File: src/rtl/spcg_pkg.sv
// Package of offsets, field positions and reset values for the sleep clock gate
package spcg_pkg;
    // Register byte offsets
    localparam logic [11:0] RUN_GATE_OFF = 12'h104;
    localparam logic [11:0] SLEEP_GATE_OFF = 12'h114;
    localparam logic [11:0] DEEP_GATE_OFF = 12'h124;
    localparam logic [11:0] CLK_CFG_OFF = 12'h060;
    localparam logic [11:0] IRQ_STATUS_OFF = 12'h200;
    localparam logic [11:0] IRQ_MASK_OFF = 12'h204;
    localparam logic [11:0] MODE_STATUS_OFF = 12'h208;
    // Gate bit positions
    localparam int ASYNC_A_BIT = 0;
    localparam int ASYNC_B_BIT = 1;
    localparam int SYNC_A_BIT = 4;
    localparam int SYNC_B_BIT = 5;
    localparam int TWO_WIRE_A_BIT = 12;
    localparam int TWO_WIRE_B_BIT = 14;
    localparam int COUNTER_A_BIT = 16;
    localparam int COUNTER_D_BIT = 19;
    localparam int COMP_A_BIT = 24;
    localparam int COMP_B_BIT = 25;
    // Writable bits of a gating register, reserved bits read zero
    localparam logic [31:0] GATE_WMASK = 32'h030F5033;
    localparam logic [31:0] GATE_RESET = 32'h00000000;
    // Sleep-gating select bit in the clock configuration register
    localparam int SLEEP_SEL_BIT = 27;
    localparam logic [31:0] CLK_CFG_WMASK = 32'h08000000;
    localparam logic [31:0] CLK_CFG_RESET = 32'h00000000;
    // Interrupt events: bit 0 fault on gated unit, bit 1 gating set changed
    localparam int EV_FAULT_BIT = 0;
    localparam int EV_SWITCH_BIT = 1;
    localparam logic [1:0] IRQ_RESET = 2'h0;
    // Power modes
    typedef enum logic [1:0] {
        SPCG_RUN,
        SPCG_SLEEP,
        SPCG_DEEP
    } spcg_mode_e;
endpackage

File: src/rtl/spcg_gate.sv
// Sleep-mode peripheral clock gate with APB registers and fault decode
`timescale 1ns/100ps
module spcg_gate (
    // Clock and reset
    input wire logic clk,
    input wire logic reset,
    // APB slave
    input wire logic psel,
    input wire logic penable,
    input wire logic pwrite,
    input wire logic [11:0] paddr,
    input wire logic [31:0] pwdata,
    output logic [31:0] prdata,
    output logic pready,
    output logic pslverr,
    // Power mode from the system controller
    input wire logic sleep_req,
    input wire logic deep_sleep_req,
    // Peripheral access check: one request bit per gate position
    input wire logic [31:0] unit_access,
    output logic [31:0] unit_fault,
    // Gated unit enables, one per gate position
    output logic [31:0] unit_clk_en,
    // Interrupt
    output logic irq
);
    // Software-visible registers
    logic [31:0] run_gate_reg;
    logic [31:0] run_gate_next;
    logic [31:0] sleep_gate_reg;
    logic [31:0] sleep_gate_next;
    logic [31:0] deep_sleep_gate_reg;
    logic [31:0] deep_sleep_gate_next;
    logic [31:0] run_clock_config_reg;
    logic [31:0] run_clock_config_next;
    logic [1:0] irq_status_reg;
    logic [1:0] irq_status_next;
    logic [1:0] irq_mask_reg;
    logic [1:0] irq_mask_next;
    // Datapath and answer flops
    logic [31:0] active_set;
    logic [31:0] en_reg;
    logic [31:0] en_next;
    logic [31:0] fault_reg;
    logic [31:0] fault_next;
    logic [31:0] rdata_reg;
    logic [31:0] rdata_next;
    logic ready_reg;
    logic ready_next;
    logic err_reg;
    logic err_next;
    logic irq_reg;
    logic irq_next;
    // Decode and control
    spcg_pkg::spcg_mode_e mode;
    logic sleep_gating_select;
    logic access_done;
    logic access_end;
    logic wr;
    logic [1:0] irq_clear;
    logic any_fault;
    logic set_changed;

    // Register decode, used both for reads and for writes
    function automatic logic addr_hit(input logic [11:0] a);
        case (a)
            spcg_pkg::RUN_GATE_OFF,
            spcg_pkg::SLEEP_GATE_OFF,
            spcg_pkg::DEEP_GATE_OFF,
            spcg_pkg::CLK_CFG_OFF,
            spcg_pkg::IRQ_STATUS_OFF,
            spcg_pkg::IRQ_MASK_OFF,
            spcg_pkg::MODE_STATUS_OFF: addr_hit = 1'b1;
            default: addr_hit = 1'b0;
        endcase
    endfunction

    // Positions that clock a real unit; all others are reserved and never enabled
    function automatic logic unit_at(input int n);
        case (n)
            spcg_pkg::COMP_B_BIT: unit_at = 1'b1;
            spcg_pkg::COMP_A_BIT: unit_at = 1'b1;
            spcg_pkg::COUNTER_D_BIT: unit_at = 1'b1;
            spcg_pkg::COUNTER_A_BIT + 2: unit_at = 1'b1;
            spcg_pkg::COUNTER_A_BIT + 1: unit_at = 1'b1;
            spcg_pkg::COUNTER_A_BIT: unit_at = 1'b1;
            spcg_pkg::TWO_WIRE_B_BIT: unit_at = 1'b1;
            spcg_pkg::TWO_WIRE_A_BIT: unit_at = 1'b1;
            spcg_pkg::SYNC_B_BIT: unit_at = 1'b1;
            spcg_pkg::SYNC_A_BIT: unit_at = 1'b1;
            spcg_pkg::ASYNC_B_BIT: unit_at = 1'b1;
            spcg_pkg::ASYNC_A_BIT: unit_at = 1'b1;
            default: unit_at = 1'b0;
        endcase
    endfunction

    // Select bit chooses whether sleep states use their own gating sets
    assign sleep_gating_select = run_clock_config_reg[spcg_pkg::SLEEP_SEL_BIT];
    // Answer on the access cycle after setup; one wait state holds prdata stable
    assign access_done = psel && penable && !ready_reg;
    // Writes land on the edge where the master sees pready, never earlier, so a
    // read of the same register in the next transfer already shows the new value
    assign access_end = psel && penable && ready_reg;
    assign wr = access_end && pwrite && addr_hit(paddr);
    // Write-one-to-clear pattern for the event status
    assign irq_clear = (wr && (paddr == spcg_pkg::IRQ_STATUS_OFF)) ? pwdata[1:0] : 2'h0;

    // Pick the mode; deep sleep outranks sleep
    always_comb begin
        if (deep_sleep_req) begin
            mode = spcg_pkg::SPCG_DEEP;
        end else if (sleep_req) begin
            mode = spcg_pkg::SPCG_SLEEP;
        end else begin
            mode = spcg_pkg::SPCG_RUN;
        end
    end

    // Choose the gating set in force; sleep sets need the select bit
    // With the select clear, both sleep depths fall back to the run set
    always_comb begin
        case (mode)
            spcg_pkg::SPCG_SLEEP: begin
                active_set = sleep_gating_select ? sleep_gate_reg : run_gate_reg;
            end
            spcg_pkg::SPCG_DEEP: begin
                active_set = sleep_gating_select ? deep_sleep_gate_reg : run_gate_reg;
            end
            default: begin
                active_set = run_gate_reg;
            end
        endcase
    end

    // Gating registers; write mask keeps reserved bits zero
    always_comb begin
        run_gate_next = run_gate_reg;
        sleep_gate_next = sleep_gate_reg;
        deep_sleep_gate_next = deep_sleep_gate_reg;
        run_clock_config_next = run_clock_config_reg;
        irq_mask_next = irq_mask_reg;
        if (wr) begin
            case (paddr)
                spcg_pkg::RUN_GATE_OFF: begin
                    run_gate_next = pwdata & spcg_pkg::GATE_WMASK;
                end
                spcg_pkg::SLEEP_GATE_OFF: begin
                    sleep_gate_next = pwdata & spcg_pkg::GATE_WMASK;
                end
                spcg_pkg::DEEP_GATE_OFF: begin
                    deep_sleep_gate_next = pwdata & spcg_pkg::GATE_WMASK;
                end
                spcg_pkg::CLK_CFG_OFF: begin
                    run_clock_config_next = pwdata & spcg_pkg::CLK_CFG_WMASK;
                end
                spcg_pkg::IRQ_MASK_OFF: begin
                    irq_mask_next = pwdata[1:0];
                end
                default: begin
                    // Status and readback words take no plain write here
                end
            endcase
        end
    end

    // Register file
    always_ff @(posedge clk or posedge reset) begin
        if (reset) begin
            run_gate_reg <= spcg_pkg::GATE_RESET;
            sleep_gate_reg <= spcg_pkg::GATE_RESET;
            deep_sleep_gate_reg <= spcg_pkg::GATE_RESET;
            run_clock_config_reg <= spcg_pkg::CLK_CFG_RESET;
            irq_mask_reg <= spcg_pkg::IRQ_RESET;
        end else begin
            run_gate_reg <= run_gate_next;
            sleep_gate_reg <= sleep_gate_next;
            deep_sleep_gate_reg <= deep_sleep_gate_next;
            run_clock_config_reg <= run_clock_config_next;
            irq_mask_reg <= irq_mask_next;
        end
    end

    // Enable and fault per unit position; reserved positions keep their enable low
    genvar g;
    generate
        for (g = 0; g < 32; g++) begin : gen_unit
            assign en_next[g] = active_set[g] && unit_at(g);
            assign fault_next[g] = unit_access[g] && !en_reg[g];
        end
    endgenerate
    // Event sources: a faulted access, or any change of the enables in force
    assign any_fault = |fault_next;
    assign set_changed = (en_next != en_reg);

    // Sticky events; a new event wins over a write-one clear
    always_comb begin
        irq_status_next = irq_status_reg & ~irq_clear;
        if (any_fault) begin
            irq_status_next[spcg_pkg::EV_FAULT_BIT] = 1'b1;
        end
        if (set_changed) begin
            irq_status_next[spcg_pkg::EV_SWITCH_BIT] = 1'b1;
        end
        // Mask is taken in its next value so irq follows a mask write at once
        irq_next = |(irq_status_next & irq_mask_next);
    end

    // APB read data and answer
    always_comb begin
        rdata_next = 32'h00000000;
        ready_next = access_done;
        err_next = access_done && !addr_hit(paddr);
        if (access_done && !pwrite) begin
            // Reserved bits and unmapped words read as zero
            case (paddr)
                spcg_pkg::RUN_GATE_OFF: begin
                    rdata_next = run_gate_reg;
                end
                spcg_pkg::SLEEP_GATE_OFF: begin
                    rdata_next = sleep_gate_reg;
                end
                spcg_pkg::DEEP_GATE_OFF: begin
                    rdata_next = deep_sleep_gate_reg;
                end
                spcg_pkg::CLK_CFG_OFF: begin
                    rdata_next = run_clock_config_reg;
                end
                spcg_pkg::IRQ_STATUS_OFF: begin
                    rdata_next = {30'h00000000, irq_status_reg};
                end
                spcg_pkg::IRQ_MASK_OFF: begin
                    rdata_next = {30'h00000000, irq_mask_reg};
                end
                spcg_pkg::MODE_STATUS_OFF: begin
                    rdata_next = en_reg;
                end
                default: begin
                    rdata_next = 32'h00000000;
                end
            endcase
        end
    end

    // Unit enable and fault flops
    always_ff @(posedge clk or posedge reset) begin
        if (reset) begin
            en_reg <= spcg_pkg::GATE_RESET;
            fault_reg <= 32'h00000000;
        end else begin
            en_reg <= en_next;
            fault_reg <= fault_next;
        end
    end

    // Event and interrupt flops
    always_ff @(posedge clk or posedge reset) begin
        if (reset) begin
            irq_status_reg <= spcg_pkg::IRQ_RESET;
            irq_reg <= 1'b0;
        end else begin
            irq_status_reg <= irq_status_next;
            irq_reg <= irq_next;
        end
    end

    // Bus answer flops; the answer is a one-cycle pulse
    always_ff @(posedge clk or posedge reset) begin
        if (reset) begin
            rdata_reg <= 32'h00000000;
            ready_reg <= 1'b0;
            err_reg <= 1'b0;
        end else begin
            rdata_reg <= rdata_next;
            ready_reg <= ready_next;
            err_reg <= err_next;
        end
    end

    // Enables change at the rising edge only; the gating cell latches them
    // while the clock is low, so a unit clock never gets a runt pulse
    // Every output below comes straight from a flop
    assign unit_clk_en = en_reg;
    assign unit_fault = fault_reg;
    assign prdata = rdata_reg;
    assign pready = ready_reg;
    assign pslverr = err_reg;
    assign irq = irq_reg;
endmodule

File: config.mk
export PLATFORM = sky130hd
export DESIGN_NAME = spcg_gate
export DESIGN_NICKNAME = d
export VERILOG_FILES = /design/src/rtl/spcg_pkg.sv /design/src/rtl/spcg_gate.sv
export SDC_FILE = /design/constraint.sdc
export NUM_CORES = 1
export LEC_CHECK = 0
export BUFFER_PORTS_ARGS = -buffer_cell sky130_fd_sc_hd__clkbuf_2
export CORE_MARGIN = 2
export CORE_UTILIZATION = 45
export CTS_BUF_LIST = sky130_fd_sc_hd__clkbuf_16
export CTS_CLUSTER_SIZE = 16
export DETAILED_ROUTE_END_ITERATION = 6
export HOLD_SLACK_MARGIN = 0.02
export PLACE_DENSITY = 0.83
export SYNTH_ARGS = -nofsm -noshare
export SYNTH_HDL_FRONTEND = slang
export SYNTH_SLANG_ARGS = --single-unit
File: constraint.sdc
create_clock -name clk -period 6.25 [get_ports clk]
set_input_delay 0.3125 -clock clk [delete_from_list [all_inputs] [get_ports clk]]
set_output_delay 0.3125 -clock clk [all_outputs]
set_load 0.02 [all_outputs]
==> impl_metrics.py <==
metrics = {
    "sta": {
        "min_period_ns": 3.12,
        "finClkSkew_ns": 0.00584,
        "hold_violations": 0,
        "fmax_ghz": 0.321,
        "worstMarginPinSlew_ns": 1.06,
        "fin_worst_hold_slack_ns": 0.0905,
        "min_period_over_period_pct": 49.9,
        "grt_setup_unrepaired": "no",
        "drv_slew": 0,
        "tns_ns": 0,
        "setup_viol": 0,
        "relSlewSlack_pct": 28.9,
        "timing.final.ws_setup_ns": 3.13,
    },
    "die": {
        "start_util_pct": 46.8,
        "die_height_um": 105,
        "dieWidth_um": 105,
        "coreArea_um2": 9860,
        "row_count": 36,
        "io_pins": 182,
        "dieArea_um2": 11100,
    },
    "cts": {
        "clk_pin_slew_ns": 0.06,
        "cts_buffers": 9,
        "postCtsSetupBuffers": 0,
        "htree_levels": 3,
        "cts_tree": "done",
        "clkLatencyLatePin_ns": 0.34,
        "cts_sinks": 101,
        "cts_buffer_depth": 2,
        "cts_root_buf": "clkbuf_16",
    },
    "worst_setup_path": {
        "cp.arrival_ns": 3.34,
        "r2r_slack_ns": 3.89,
        "cp_cell_sequence": "clkbuf_2 > or4_1 > or4_4 > nor3_4 > nand2_2 > nor3b_2 > mux2_2",
        "cp_max_fo": 15,
        "end_kind": "flip-flop",
        "rr_startpoint": "run_clock_config_reg[27]$_DFFE_PP0P_",
        "cp.buffers_inverters": 1,
        "ff2ff_path_depth": 6,
        "start_kind": "input port",
        "cp_top_family": "simple AND/OR/NAND/NOR gates",
        "crit_type": "in -> reg",
        "required_ns": 6.47,
        "cp_slowest_cell": "nor3b_2",
        "r2r_end": "irq$_DFF_PP0_",
        "crit_path_max_incr_delay_ns": 0.87,
    },
    "power": {
        "clkPwrFrac_pct": 41.1,
        "power_density_nw_per_um2": 240,
        "switching_share_pct": 23.9,
        "power.internal_mw": 1.00,
        "p_sw_mw": 0.315,
        "p_leak_nw": 2.78,
        "combPwrFrac_pct": 8.2,
        "irDropWorstVdd_uv": 153,
        "power_frac_seq_pct": 50.7,
        "finalPower_mw": 1.32,
    },
    "drt": {
        "via_per_inst": 5.27,
        "via_count": 3325,
        "drt-initial-drc-count": 189,
        "firstDrtPassIters": 5,
        "avgRoutedWirePerCell_um": 17.2,
        "drc": 0,
        "wl_mm": 10.9,
        "ant_nets": 0,
    },
    "finish": {
        "final_common_cell": "clkbuf_2",
        "syn_to_final_growth_pct": 18.7,
        "fin_nets": 576,
        "drive_gt1_share_pct": 39.0,
        "final_cell_mix": "123 x clkbuf_2, 101 x dfrtp_1, 39 x conb_1",
        "num_antenna_cells": 0,
        "largest_reg_flops": 32,
    },
    "global_routing": {
        "grt_max_degree": 76,
        "use_met3_pct": 5.26,
        "first_global_vias": 3320,
        "top_usage_layer": "met2",
        "grt_pass1_wl_mm": 17.1,
        "grtUsageTotal_pct": 19.9,
        "gr-usage-met2_pct": 34.9,
        "met1_usage_pct": 23.2,
        "overflow": 0,
        "antenna_found_initial": 0,
    },
    "yosys": {
        "synth_warnings": 0,
        "synth_cell_types": 45,
        "yosysTopAreaCell": "dfrtp_1",
        "ys_seq_area_share_pct": 54.7,
        "synth_area_um2": 4620,
        "synth_cells": 375,
        "ys.flop_type": "dfrtp_1",
        "ys_async_sr_fraction_pct": 100,
        "synth_area_leaders": "dfrtp_1 55%, mux2_2 7.6%, buf_4 6.5%",
        "syn_area_per_cell_um2": 12.3,
        "synth_top_area_share_pct": 54.7,
        "synth_edf_count": 0,
        "synth.ff_latch_count": 101,
    },
    "placement": {
        "placement.io_buffers": 123,
        "routabilityCongestion": 0.823,
        "place_ws_ns": 2.73,
        "dpl.hpwl_mm": 7.93,
    },
    "flow_run": {
        "max_cap_violations": 0,
    },
    "min_path": {
        "hold_class": "in -> reg",
        "holdPathEnd": "unit_fault[3]$_DFF_PP0_",
        "whs_path_depth": 1,
        "hp-start": "unit_access[3]",
    },
    "status": {
        "status": "finished, final reports clean",
    },
}
per-layer routing:
layer / vias up / wire length [um]
met1: 1616 / 4180
met5: - / 0
li1: 1503 / -
met3: 18 / 904
met2: 188 / 5540
met4: 0 / 259
power by group through the flow:
stage,Combinational (mW),Clock [mW],Sequential (mW)
finish,0.108,0.542,0.668
CTS,0.109,0.547,0.668
global placement,0.104,0,0.680
floorplan,0.0663,0,0.695
global route,0.118,0.583,0.668
detailed placement,0.107,0,0.680
synth_stat cells (all sizes together), types with 4 or more instances:
cell type	count
nand4	5
o21ai	14
dfrtp	101
a22oi	12
clkbuf	14
mux2	41
buf	42
nand3	6
nor4	10
nand2	24
nor2b	14
xnor2	8
o221a	8
nor2	14
mux2i	12
nand4bb	9
xor2	4
logic make-up after synthesis:
logic type	count (synthesis)	share of synthesized area (%)
xor gates and xnor gates	12	2.27
AOI/OAI and AO/OA	43	7.07
buffers and inverters	58	8.15
muxes	53	13.4
DFF	101	54.7
and+or+nand+nor	107	14.3
other	1	0.0812
timing repair:
action                                 4_1_cts  5_1_grt
resized for setup                            0        0
endpoints found under the hold margin       26        0
hold buffers                                 1        0
per-stage QoR:
| step | util (%) | std cells | instance area [um2] |
|---|---|---|---|
| 2_1_floorplan | - | 413 | 4760 |
| 5_1_grt | 55.6 | 631 | 5490 |
| 6_report | 55.6 | 631 | 5490 |
| 3_3_place_gp | 52.6 | 614 | 5180 |
| 4_1_cts | 55.6 | 631 | 5490 |
| 3_5_place_dp | 52.6 | 614 | 5180 |
layout make-up:
class	instances	area, um2
Clock buffer	9	225
Timing Repair Buffer	125	633
Multi-Input combinational cell	254	1860
Tap cell	133	166
Inverter	2	8.76
Sequential cell	101	2530
Fill cell	753	4380
Clock inverter	7	66.3
worst reg2reg max path, cell delays in order, from the launching register on:
cell and delay (ns):
dfrtp_1 0.75, nand2_1 0.37, o221a_2 0.39, xor2_1 0.16
nor4_1 0.33, nand2b_1 0.16, nand3_1 0.07
how the worst max path moves through the flow:
stage | startpoint | endpoint | depth (start not counted)
4_1_cts | paddr[3] | sleep_gate_reg[12]$_DFFE_PP0P_ | 7
6_report | paddr[3] | sleep_gate_reg[5]$_DFFE_PP0P_ | 7
2_1_floorplan | reset | deep_sleep_gate_reg[0]$_DFFE_PP0P_ | 1
3_3_place_gp | paddr[3] | sleep_gate_reg[19]$_DFFE_PP0P_ | 7
5_1_grt | paddr[3] | sleep_gate_reg[16]$_DFFE_PP0P_ | 7
3_5_place_dp | paddr[3] | sleep_gate_reg[12]$_DFFE_PP0P_ | 7
No activity file was read; power rests on OpenSTA's default activity.
